==> src/shared/cpc_pkg.sv <==
// Purpose: Constants and types of the CPRI parallel codec path
// Assumes: Code-group bit 9 holds bit a, the first bit on the line
// Notes:   Coding tables hold the negative-disparity forms only
package cpc_pkg;
   localparam int unsigned CW = 10;
   localparam int unsigned AW = 4;
   localparam int unsigned DW = 32;

   // ****************************************
   // Line code tables
   // ****************************************
   // 5b/6b codes abcdei, entry x at [6x+5:6x]
   localparam logic [191:0] T6_NEG =
      192'hadeb8e_d969b3_e9aa8b_c938db_5dcb0d_d15979_e19a75_c6d767;
   // 3b/4b codes fghj, entry y at [4y+3:4y]
   localparam logic [31:0]  T4_NEG    = 32'he6adc59b;
   localparam logic [4:0]   K28_X     = 5'h1c;
   localparam logic [5:0]   K28_SIX   = 6'h0f;
   localparam logic [5:0]   D7_SIX    = 6'h38;
   localparam logic [3:0]   X3_FOUR   = 4'hc;
   localparam logic [3:0]   ALT_FOUR  = 4'h7;
   localparam logic [2:0]   Y7        = 3'h7;
   // One bit per x value
   localparam logic [31:0]  ALT_NEG_X = 32'h00160000;
   localparam logic [31:0]  ALT_POS_X = 32'h00006800;
   localparam logic [31:0]  K_Y7_X    = 32'h68800000;
   localparam logic [6:0]   COMMA_POS = 7'h1f;
   localparam logic [6:0]   COMMA_NEG = 7'h60;
   localparam int unsigned  ONES6     = 3;
   localparam int unsigned  ONES4     = 2;
   localparam int unsigned  ONES10    = 5;

   // ****************************************
   // Registers and timing
   // ****************************************
   localparam logic [AW-1:0] ADR_CTRL   = 4'h0;
   localparam logic [AW-1:0] ADR_STATUS = 4'h4;
   localparam logic [AW-1:0] ADR_IRQ    = 4'h8;
   localparam logic [AW-1:0] ADR_MASK   = 4'hc;
   localparam logic [3:0]    CTRL_RST   = 4'h0;
   localparam logic [3:0]    MASK_RST   = 4'h0;
   // Low phase of the recovered word clock
   localparam logic [1:0]    REC_LOW_CYC = 2'h2;

   // rate_low: 0 = 1228.8 Mbps, 1 = 614.4 Mbps
   typedef struct packed {
      logic rate_low;
      logic read_mode;
      logic align_en;
      logic mode8;
   } cpc_ctrl_t;

   typedef struct packed {
      logic lock_lost;
      logic sig_lost;
      logic comma;
      logic viol;
   } cpc_evt_t;

   typedef struct packed {
      logic       viol;
      logic       k;
      logic [7:0] data;
   } cpc_rxw_t;
endpackage : cpc_pkg

==> src/rtl/cpc_codec_path.sv <==
// Purpose: Parallel word path of a CPRI serdes with 8b/10b coding
// Assumes: Bit strobes from the deserializer share clk_i
// Notes:   Word clocks from pins are sampled, not used as clocks
//
// The Wishbone register port and the register addresses were left to the implementer.
`timescale 1ns/1ps

module cpc_codec_path (
   input  wire logic                 clk_i,
   input  wire logic                 rst_i,
   input  wire logic                 ce_i,
   input  wire logic [cpc_pkg::AW-1:0] wb_adr_i,
   input  wire logic [cpc_pkg::DW-1:0] wb_dat_i,
   input  wire logic [3:0]           wb_sel_i,
   input  wire logic                 wb_we_i,
   input  wire logic                 wb_cyc_i,
   input  wire logic                 wb_stb_i,
   output logic [cpc_pkg::DW-1:0]    wb_dat_o,
   output logic                      wb_ack_o,
   output logic                      irq_o,
   input  wire logic                 tx_word_clock_i,
   input  wire logic [cpc_pkg::CW-1:0] tx_word_i,
   output logic [cpc_pkg::CW-1:0]    tx_code_o,
   output logic                      tx_code_stb_o,
   output logic                      rate_sel_o,
   input  wire logic                 rx_bit_i,
   input  wire logic                 rx_bit_stb_i,
   input  wire logic                 rx_pll_locked_i,
   input  wire logic                 rx_sig_detect_i,
   output logic [cpc_pkg::CW-1:0]    rx_parallel_word_o,
   input  wire logic                 rx_word_clock_i,
   output logic                      rx_word_clock_o,
   output logic                      rx_word_clock_oe_o,
   output logic                      signal_loss_flag_o,
   output logic                      rx_pll_lock_n_o,
   output logic                      comma_detect_flag_o
);

   // ****************************************
   // 8b/10b coder
   // ****************************************
   // Returns {rd_next, code}
   function automatic logic [10:0] enc(
      input logic [7:0] d,
      input logic       k,
      input logic       rd
   );
      logic [5:0] s;
      logic [3:0] f;
      logic       r1;
      logic       k28;
      logic       alt;
      k28 = k && (d[4:0] == cpc_pkg::K28_X);
      s   = k28 ? cpc_pkg::K28_SIX : cpc_pkg::T6_NEG[d[4:0]*6 +: 6];
      // K28 is built negative, then inverted whole when rd is set
      r1  = k28 ? 1'b0 : rd;
      if (r1 && ($countones(s) != cpc_pkg::ONES6 || s == cpc_pkg::D7_SIX))
         s = ~s;
      r1  = r1 ^ ($countones(s) != cpc_pkg::ONES6);
      // Alternate x.7 avoids a run of five equal bits
      alt = (d[7:5] == cpc_pkg::Y7) && (k ||
            (!r1 && cpc_pkg::ALT_NEG_X[d[4:0]]) ||
            (r1 && cpc_pkg::ALT_POS_X[d[4:0]]));
      f   = alt ? cpc_pkg::ALT_FOUR : cpc_pkg::T4_NEG[d[7:5]*4 +: 4];
      if (r1 && ($countones(f) != cpc_pkg::ONES4 || f == cpc_pkg::X3_FOUR))
         f = ~f;
      enc[9:0] = (k28 && rd) ? ~{s, f} : {s, f};
      enc[10]  = rd ^ ($countones(enc[9:0]) != cpc_pkg::ONES10);
   endfunction : enc

   // Returns {rd_next, viol, k, data}
   function automatic logic [10:0] dec(
      input logic [9:0] c,
      input logic       rd
   );
      logic [7:0]  d;
      logic        k;
      logic [3:0]  f;
      logic [5:0]  t6;
      logic [3:0]  t4;
      logic [10:0] e;
      d = 8'h00;
      k = 1'b0;
      f = c[3:0];
      for (int i = 0; i < 32; i++) begin
         t6 = cpc_pkg::T6_NEG[i*6 +: 6];
         if (c[9:4] == t6 || ((c[9:4] == ~t6) &&
             ($countones(t6) != cpc_pkg::ONES6 || t6 == cpc_pkg::D7_SIX)))
            d[4:0] = 5'(i);
      end
      if (c[9:4] == cpc_pkg::K28_SIX || c[9:4] == ~cpc_pkg::K28_SIX) begin
         d[4:0] = cpc_pkg::K28_X;
         k      = 1'b1;
         if (c[9:4] == ~cpc_pkg::K28_SIX)
            f = ~c[3:0];
      end
      for (int j = 0; j < 8; j++) begin
         t4 = cpc_pkg::T4_NEG[j*4 +: 4];
         if (f == t4 || ((f == ~t4) &&
             ($countones(t4) != cpc_pkg::ONES4 || t4 == cpc_pkg::X3_FOUR)))
            d[7:5] = 3'(j);
      end
      if (f == cpc_pkg::ALT_FOUR || f == ~cpc_pkg::ALT_FOUR) begin
         d[7:5] = cpc_pkg::Y7;
         k      = k | cpc_pkg::K_Y7_X[d[4:0]];
      end
      // Re-encoding catches bad codes and disparity errors alike
      e   = enc(d, k, rd);
      dec = {rd ^ ($countones(c) != cpc_pkg::ONES10), e[9:0] != c, k, d};
   endfunction : dec

   // ****************************************
   // Pin synchronisers
   // ****************************************
   cpc_pkg::cpc_ctrl_t   ctrl_reg;
   logic [2:0]           txc_reg;
   logic [2:0]           rsc_reg;
   logic [2:0]           lk_reg;
   logic [2:0]           sd_reg;
   logic [cpc_pkg::CW-1:0] txw1_reg;
   logic [cpc_pkg::CW-1:0] txw2_reg;
   logic [cpc_pkg::CW-1:0] txw3_reg;

   always_ff @(posedge clk_i) begin
      if (rst_i) begin
         txc_reg  <= 3'h0;
         rsc_reg  <= 3'h0;
         lk_reg   <= 3'h0;
         sd_reg   <= 3'h0;
         txw1_reg <= 10'h000;
         txw2_reg <= 10'h000;
         txw3_reg <= 10'h000;
      end else if (ce_i) begin
         txc_reg  <= {txc_reg[1:0], tx_word_clock_i};
         rsc_reg  <= {rsc_reg[1:0], rx_word_clock_i};
         lk_reg   <= {lk_reg[1:0], rx_pll_locked_i};
         sd_reg   <= {sd_reg[1:0], rx_sig_detect_i};
         txw1_reg <= tx_word_i;
         txw2_reg <= txw1_reg;
         txw3_reg <= txw2_reg;
      end
   end

   logic tx_edge;
   logic rs_edge;
   logic locked;
   // Stage 3 holds the word sampled just before the edge was seen
   assign tx_edge = txc_reg[1] & ~txc_reg[2];
   assign rs_edge = rsc_reg[1] ^ rsc_reg[2];
   assign locked  = lk_reg[1];

   // ****************************************
   // Transmit path
   // ****************************************
   logic        tx_rd_reg;
   logic        tx_rd_used_reg;
   logic [10:0] tx_enc;
   logic [10:0] rt_dec;
   // Bit 9 is ignored in eight-bit mode; host keeps it low
   assign tx_enc = enc(txw3_reg[7:0], txw3_reg[8], tx_rd_reg);

   always_ff @(posedge clk_i) begin
      if (rst_i) begin
         tx_code_o     <= 10'h000;
         tx_code_stb_o <= 1'b0;
         tx_rd_reg     <= 1'b0;
         tx_rd_used_reg <= 1'b0;
      end else if (ce_i) begin
         tx_code_stb_o <= tx_edge;
         if (tx_edge) begin
            if (ctrl_reg.mode8) begin
               tx_code_o <= tx_enc[9:0];
               tx_rd_reg <= tx_enc[10];
               tx_rd_used_reg <= tx_rd_reg;
            end else begin
               tx_code_o <= txw3_reg;
            end
         end
      end
   end

   // ****************************************
   // Receive alignment and decoding
   // ****************************************
   logic [cpc_pkg::CW-1:0] sh_reg;
   logic [3:0]             cnt_reg;
   logic                   rx_rd_reg;
   logic [cpc_pkg::CW-1:0] sh_next;
   logic                   comma_hit;
   logic                   emit;
   logic [10:0]            rx_dec;
   logic                   bit_take;

   // Bits are dropped while the PLL is unlocked
   assign bit_take  = rx_bit_stb_i & locked;
   assign sh_next   = {sh_reg[8:0], rx_bit_i};
   assign comma_hit = bit_take & (sh_next[9:3] == cpc_pkg::COMMA_POS ||
                                  sh_next[9:3] == cpc_pkg::COMMA_NEG);
   assign emit      = bit_take & ((comma_hit & ctrl_reg.align_en) ||
                                  cnt_reg == 4'(cpc_pkg::CW - 1));
   assign rx_dec    = dec(sh_next, rx_rd_reg);

   always_ff @(posedge clk_i) begin
      if (rst_i) begin
         sh_reg    <= 10'h000;
         cnt_reg   <= 4'h0;
         rx_rd_reg <= 1'b0;
      end else if (ce_i) begin
         if (bit_take) begin
            sh_reg  <= sh_next;
            cnt_reg <= emit ? 4'h0 : cnt_reg + 4'h1;
         end
         if (emit && ctrl_reg.mode8)
            rx_rd_reg <= rx_dec[10];
      end
   end

   // ****************************************
   // Receive word launch
   // ****************************************
   logic [cpc_pkg::CW-1:0] pend_reg;
   logic                   pend_v_reg;
   logic [1:0]             rc_reg;
   logic                   launch;

   // Write mode launches at once, read mode on either strobe edge
   assign launch = ctrl_reg.read_mode ? rs_edge : pend_v_reg;

   always_ff @(posedge clk_i) begin
      if (rst_i) begin
         pend_reg   <= 10'h000;
         pend_v_reg <= 1'b0;
      end else if (ce_i) begin
         if (emit) begin
            // Decoded word already has the flag layout of the output
            pend_reg   <= ctrl_reg.mode8 ? rx_dec[9:0] : sh_next;
            pend_v_reg <= 1'b1;
         end else if (launch) begin
            pend_v_reg <= 1'b0;
         end
      end
   end

   always_ff @(posedge clk_i) begin
      if (rst_i) begin
         rx_parallel_word_o <= 10'h000;
      end else if (ce_i && launch) begin
         if (pend_v_reg)
            rx_parallel_word_o <= pend_reg;
         else if (ctrl_reg.mode8)
            // Underrun repeats the word but never the violation flag
            rx_parallel_word_o[9] <= 1'b0;
      end
   end

   // Falling edge moves the word, rising edge marks it stable
   always_ff @(posedge clk_i) begin
      if (rst_i) begin
         rx_word_clock_o    <= 1'b1;
         rx_word_clock_oe_o <= 1'b0;
         rc_reg             <= 2'h0;
      end else if (ce_i) begin
         rx_word_clock_oe_o <= ~ctrl_reg.read_mode;
         if (launch && !ctrl_reg.read_mode) begin
            rx_word_clock_o <= 1'b0;
            rc_reg          <= cpc_pkg::REC_LOW_CYC;
         end else if (rc_reg != 2'h0) begin
            rc_reg <= rc_reg - 2'h1;
            if (rc_reg == 2'h1)
               rx_word_clock_o <= 1'b1;
         end
      end
   end

   // ****************************************
   // Status pins
   // ****************************************
   always_ff @(posedge clk_i) begin
      if (rst_i) begin
         rx_pll_lock_n_o     <= 1'b1;
         signal_loss_flag_o  <= 1'b0;
         comma_detect_flag_o <= 1'b0;
         rate_sel_o          <= 1'b0;
      end else if (ce_i) begin
         rx_pll_lock_n_o    <= ~locked;
         signal_loss_flag_o <= ctrl_reg.mode8 & ~sd_reg[1];
         rate_sel_o         <= ctrl_reg.rate_low;
         if (!locked)
            comma_detect_flag_o <= 1'b0;
         else if (comma_hit)
            comma_detect_flag_o <= 1'b1;
      end
   end

   // ****************************************
   // Register bus and interrupts
   // ****************************************
   cpc_pkg::cpc_evt_t irq_reg;
   cpc_pkg::cpc_evt_t mask_reg;
   cpc_pkg::cpc_evt_t evt;
   cpc_pkg::cpc_evt_t irq_next;
   logic              wr_lo;
   logic              rd_irq;

   assign evt.viol      = emit & ctrl_reg.mode8 & rx_dec[9];
   assign evt.comma     = comma_hit;
   assign evt.sig_lost  = ctrl_reg.mode8 & sd_reg[2] & ~sd_reg[1];
   assign evt.lock_lost = lk_reg[2] & ~lk_reg[1];
   assign wr_lo  = wb_ack_o & wb_cyc_i & wb_stb_i & wb_we_i & wb_sel_i[0];
   assign rd_irq = wb_ack_o & wb_cyc_i & wb_stb_i & ~wb_we_i &
                   (wb_adr_i == cpc_pkg::ADR_IRQ);
   // Clear only bits that were read out; a new event outranks the clear
   assign irq_next = (irq_reg & ~(wb_dat_o[3:0] & {4{rd_irq}})) | evt;

   always_ff @(posedge clk_i) begin
      if (rst_i) begin
         wb_ack_o <= 1'b0;
         wb_dat_o <= 32'h0000_0000;
      end else if (ce_i) begin
         wb_ack_o <= wb_cyc_i & wb_stb_i & ~wb_ack_o;
         case (wb_adr_i)
            cpc_pkg::ADR_CTRL:   wb_dat_o <= {28'h0000000, ctrl_reg};
            cpc_pkg::ADR_STATUS: wb_dat_o <= {28'h0000000, comma_detect_flag_o,
                                              ~sd_reg[1], locked, pend_v_reg};
            cpc_pkg::ADR_IRQ:    wb_dat_o <= {28'h0000000, irq_reg};
            cpc_pkg::ADR_MASK:   wb_dat_o <= {28'h0000000, mask_reg};
            default:             wb_dat_o <= 32'h0000_0000;
         endcase
      end
   end

   always_ff @(posedge clk_i) begin
      if (rst_i) begin
         ctrl_reg <= cpc_pkg::CTRL_RST;
         mask_reg <= cpc_pkg::MASK_RST;
      end else if (ce_i && wr_lo) begin
         // Mode is sampled live; change it only with the link idle
         if (wb_adr_i == cpc_pkg::ADR_CTRL)
            ctrl_reg <= wb_dat_i[3:0];
         if (wb_adr_i == cpc_pkg::ADR_MASK)
            mask_reg <= wb_dat_i[3:0];
      end
   end

   always_ff @(posedge clk_i) begin
      if (rst_i) begin
         irq_reg <= 4'h0;
         irq_o   <= 1'b0;
      end else if (ce_i) begin
         irq_reg <= irq_next;
         irq_o   <= |(irq_next & mask_reg);
      end
   end

   // Decodes the last sent group with the disparity it was built from
   assign rt_dec = dec(tx_code_o, tx_rd_used_reg);
endmodule : cpc_codec_path

==> config.mk <==
export PLATFORM = sky130hd
export DESIGN_NAME = cpc_codec_path
export DESIGN_NICKNAME = d
export VERILOG_FILES = /design/src/shared/cpc_pkg.sv /design/src/rtl/cpc_codec_path.sv
export SDC_FILE = /design/constraint.sdc
export NUM_CORES = 1
export LEC_CHECK = 0
export ABC_CLOCK_PERIOD_IN_PS = 11600
export BUFFER_PORTS_ARGS = -buffer_cell sky130_fd_sc_hd__buf_2
export CORE_MARGIN = 4
export CORE_UTILIZATION = 30
export CTS_CLUSTER_SIZE = 12
export DETAILED_ROUTE_END_ITERATION = 8
export HOLD_SLACK_MARGIN = 0.08
export PLACE_DENSITY = 0.48
export SLEW_MARGIN = 20
export SYNTH_ARGS = -nofsm -noshare
export SYNTH_HDL_FRONTEND = slang
export SYNTH_SLANG_ARGS = --single-unit
==> constraint.sdc <==
create_clock -name clk_i -period 11.6 [get_ports clk_i]
set_input_delay 2.9 -clock clk_i [delete_from_list [all_inputs] [get_ports clk_i]]
set_output_delay 2.9 -clock clk_i [all_outputs]
set_load 0.1 [all_outputs]
==> results by group <==
Synthesis
  – Synth top cells by count: 148 x nor2_1, 117 x dfxtp_1, 89 x nand2_1, 81 x mux2i_1, 79 x a21oi_1
  – Yosys cell types: 84
  – Most common cell in the synthesized netlist: nor2_1
  – FF+latch count, synth: 117
  – Post-synthesis sequential area ratio: 26.4%
  – Cell taking the most area after synthesis: dfxtp_1
  – Post-Syn Area: 8880 um2
  – Asr flop ratio synth: 0%
  – Ys flop type: dfxtp_1
  – Avg Inst Size Synth: 7.87 um2
  – Post-synth EDFFs: 0
  – Top cell type's share of synthesized area: 26.4%
  – Cells after Synth: 1129
  – Leading post-synthesis cells by cell area: dfxtp_1 26%, mux2i_1 9.1%, nor2_1 6.3%
  – Synth Warn #: 0

Critical path
  – Reg2reg setup slack: 0.70 ns
  – Critical path class: in2reg
  – Crit-path max cell delay: 0.54 ns
  – Worst reg2reg startpoint: txw3_reg[0]
  – Crit Path Max Fanout: 4
  – Slowest stage cell on the critical path: fa_1
  – Startpoint types: input port
  – Terminus of the critical flop-to-flop path: tx_rd_reg
  – Worst Path Required: 11.90 ns
  – Worst path bufs/invs: 7
  – Critical path depth in cells: 42
  – CP delay by family, top: adder cells
  – Critical Path AT: 11.48 ns
  – Reg2reg path depth: 50
  – CP dominant cell by count: fa_1
  – Endpoint class of the critical path: flip-flop

Timing
  – Slew @ Worst Pin: 1.12 ns
  – Count of final setup violators: 0
  – Worst rel slew slack: 24.2%
  – PnR worst setup slack: 0.417 ns
  – Fin. max-slew vios: 0
  – Crit share post-route: 96.4%
  – Fmax achieved: 89.4 MHz
  – Layout Skew: 0.00947 ns
  – Final hold vios: 0
  – Final min period: 11.18 ns

Pwr
  – Leakage: 0.00432 uW
  – Maximum VDD drop: 0.109 mV
  – Power per standard cell area: 109 nW/um2

Clocking
  – Clock Latency Late Sink: 0.42 ns
  – Htree depth: 4
  – Clock buffer count from CTS: 17
  – Clock Pin Slew Worst Setup and Hold Paths: 0.05 ns
  – CTS root buf: clkbuf_16
  – CTS tree: built
  – Max clock buf depth: 2
  – CTS sink cnt: 117

Routing
  – Routed vias/inst: 5.10
  – Routed via count: 8155
  – Drt drc: 0
  – Routed wire length: 24500 um
  – Initial DRC count: 548
  – Routed len/inst: 15.3 um
  – ANT nets after route: 0
  – DRT Pass-1 Iters: 5

Placed design
  – Inst Count DP: 1558
  – Setup WS pre-CTS: -0.331 ns
  – GPL Wtd Cong: 0.921
  – Number of port buffers: 63
  – Hpwl dp: 18100 um

Worst hold path
  – Worst hold endpoint: rx_pll_lock_n_o
  – Hold path depth: 2
  – Hold crit path type: reg2reg
  – HP Start: rx_pll_lock_n_o

Floorplanning
  – Die height: 180 um
  – I/O Pins: 123
  – Die area: 32400 um2
  – Starting Density: 30.7%
  – DIE WIDTH: 180 um
  – Std-Cell Rows: 62
  – Core Footprint: 28900 um2

Global routing
  – Antenna violations before repair: 0
  – Number of global-route vias before repair: 7729
  – Grt ovf: 0
  – First-pass GRT wire length: 40200 um
  – GRT Util Overall: 14.7%
  – Largest net degree at the start of global routing: 63

Cells and area
  – Post-Layout Cell Count: 1598
  – Share of cells above drive strength 1: 17.2%
  – # diodes: 0
  – Multi-input combinational cell area: 6010 um2
  – Register Area: 2340 um2
  – FILL cells: 3014
  – # nets final: 1327
  – Area grow syn2layout: 18.8%

Job
  – Total of max-cap violations: 0

Outcome
  – Status: finished, final reports clean
cells by family (layout without fill, tap and decap cells):
kind of cell / after synthesis / in the layout / share of synthesized area [%]
AO/OA/AOI/OAI: 267 / 267 / 20.5
XOR/XNOR: 28 / 28 / 2.76
adder cells (fa/ha/maj): 66 / 66 / 11.1
buffers and inverters: 174 / 232 / 8.86
flip-flops: 117 / 117 / 26.4
multiplexers: 85 / 85 / 9.76
other: 1 / 28 / 0.0422
AND/OR/NAND/NOR: 391 / 391 / 20.7
layout by cell type, fill, tap and decap left out, drive strengths merged, types with 6 or more instances in the layout:
cell type and count:
a21oi 79, a211oi 26, nor2b 10, nor3 22, or2 10, o211ai 12, a211o 6, inv 63
a311oi 6, o21ai 41, clkbuf 23, xnor2 16, conb 28, dfxtp 117, ha 42, xor2 12
nor4 9, clkinv 10, o31ai 12, and3 6, a31oi 16, o21a 6, fa 22, mux2i 81
nand3 37, nand2 89, buf 132, o221ai 7, nand2b 20, or3 10, nor2 149
per-stage QoR:
stage	TNS, ns	util (%)	hold WS [ns]	total power (uW)	instance area [um2]
global placement	-0.599	33.7	0.439	594	9760
global route	-0.0295	36.5	0.466	1210	10600
floorplan	0	-	0.431	570	9050
finish	0	36.5	0.457	1150	10600
CTS	0	35.9	0.457	1160	10400
detailed placement	-0.959	33.7	0.442	597	9760
cell type report:
type / instances / area share [%]
sequential: 117 / 22.2
tap: 384 / 4.55
multi-input combinational: 865 / 56.9
timing repair buffer: 132 / 7.97
inverter: 68 / 2.42
clock inverter: 9 / 1.41
clock buffer: 23 / 4.53
worst reg2reg max path, delay by kind of cell, from the launching register on:
family          cells  cell delay [ns]
buf+inv            11             0.92
flops               1             0.38
fa+ha+maj          17             6.22
compound gates      8             1.12
xor+xnor            5             0.89
mux                 1             0.24
simple gates        8             0.99
power breakdown:
group	total (uW)	internal, uW	switching (uW)
logic	175	53.5	121
registers	417	411	6.15
clock network	559	375	184
total	1150	839	311
metal layers:
layer	share of wire, %	global-route usage, %	vias to the layer above
met4	1.9	4.48	0
li1	-	-	4073
met3	3.6	2.50	32
met2	46	23.4	180
met5	0	0	-
met1	48	20.5	3870
how the worst max path moves through the flow:
stage | startpoint | end
CTS | rx_bit_i | irq_reg[0]
floorplan | rx_bit_i | irq_o
global placement | rx_bit_i | irq_reg[0]
global route | txw3_reg[0] | tx_rd_reg
finish | rx_bit_i | irq_o
detailed placement | rx_bit_i | irq_reg[0]
repair_timing:
item	CTS	global route
gates resized for setup	0	19
endpoints found under the setup margin	0	4
buffers inserted	0	8
hold buffers	0	0
No activity file was read; power rests on OpenSTA's default activity.
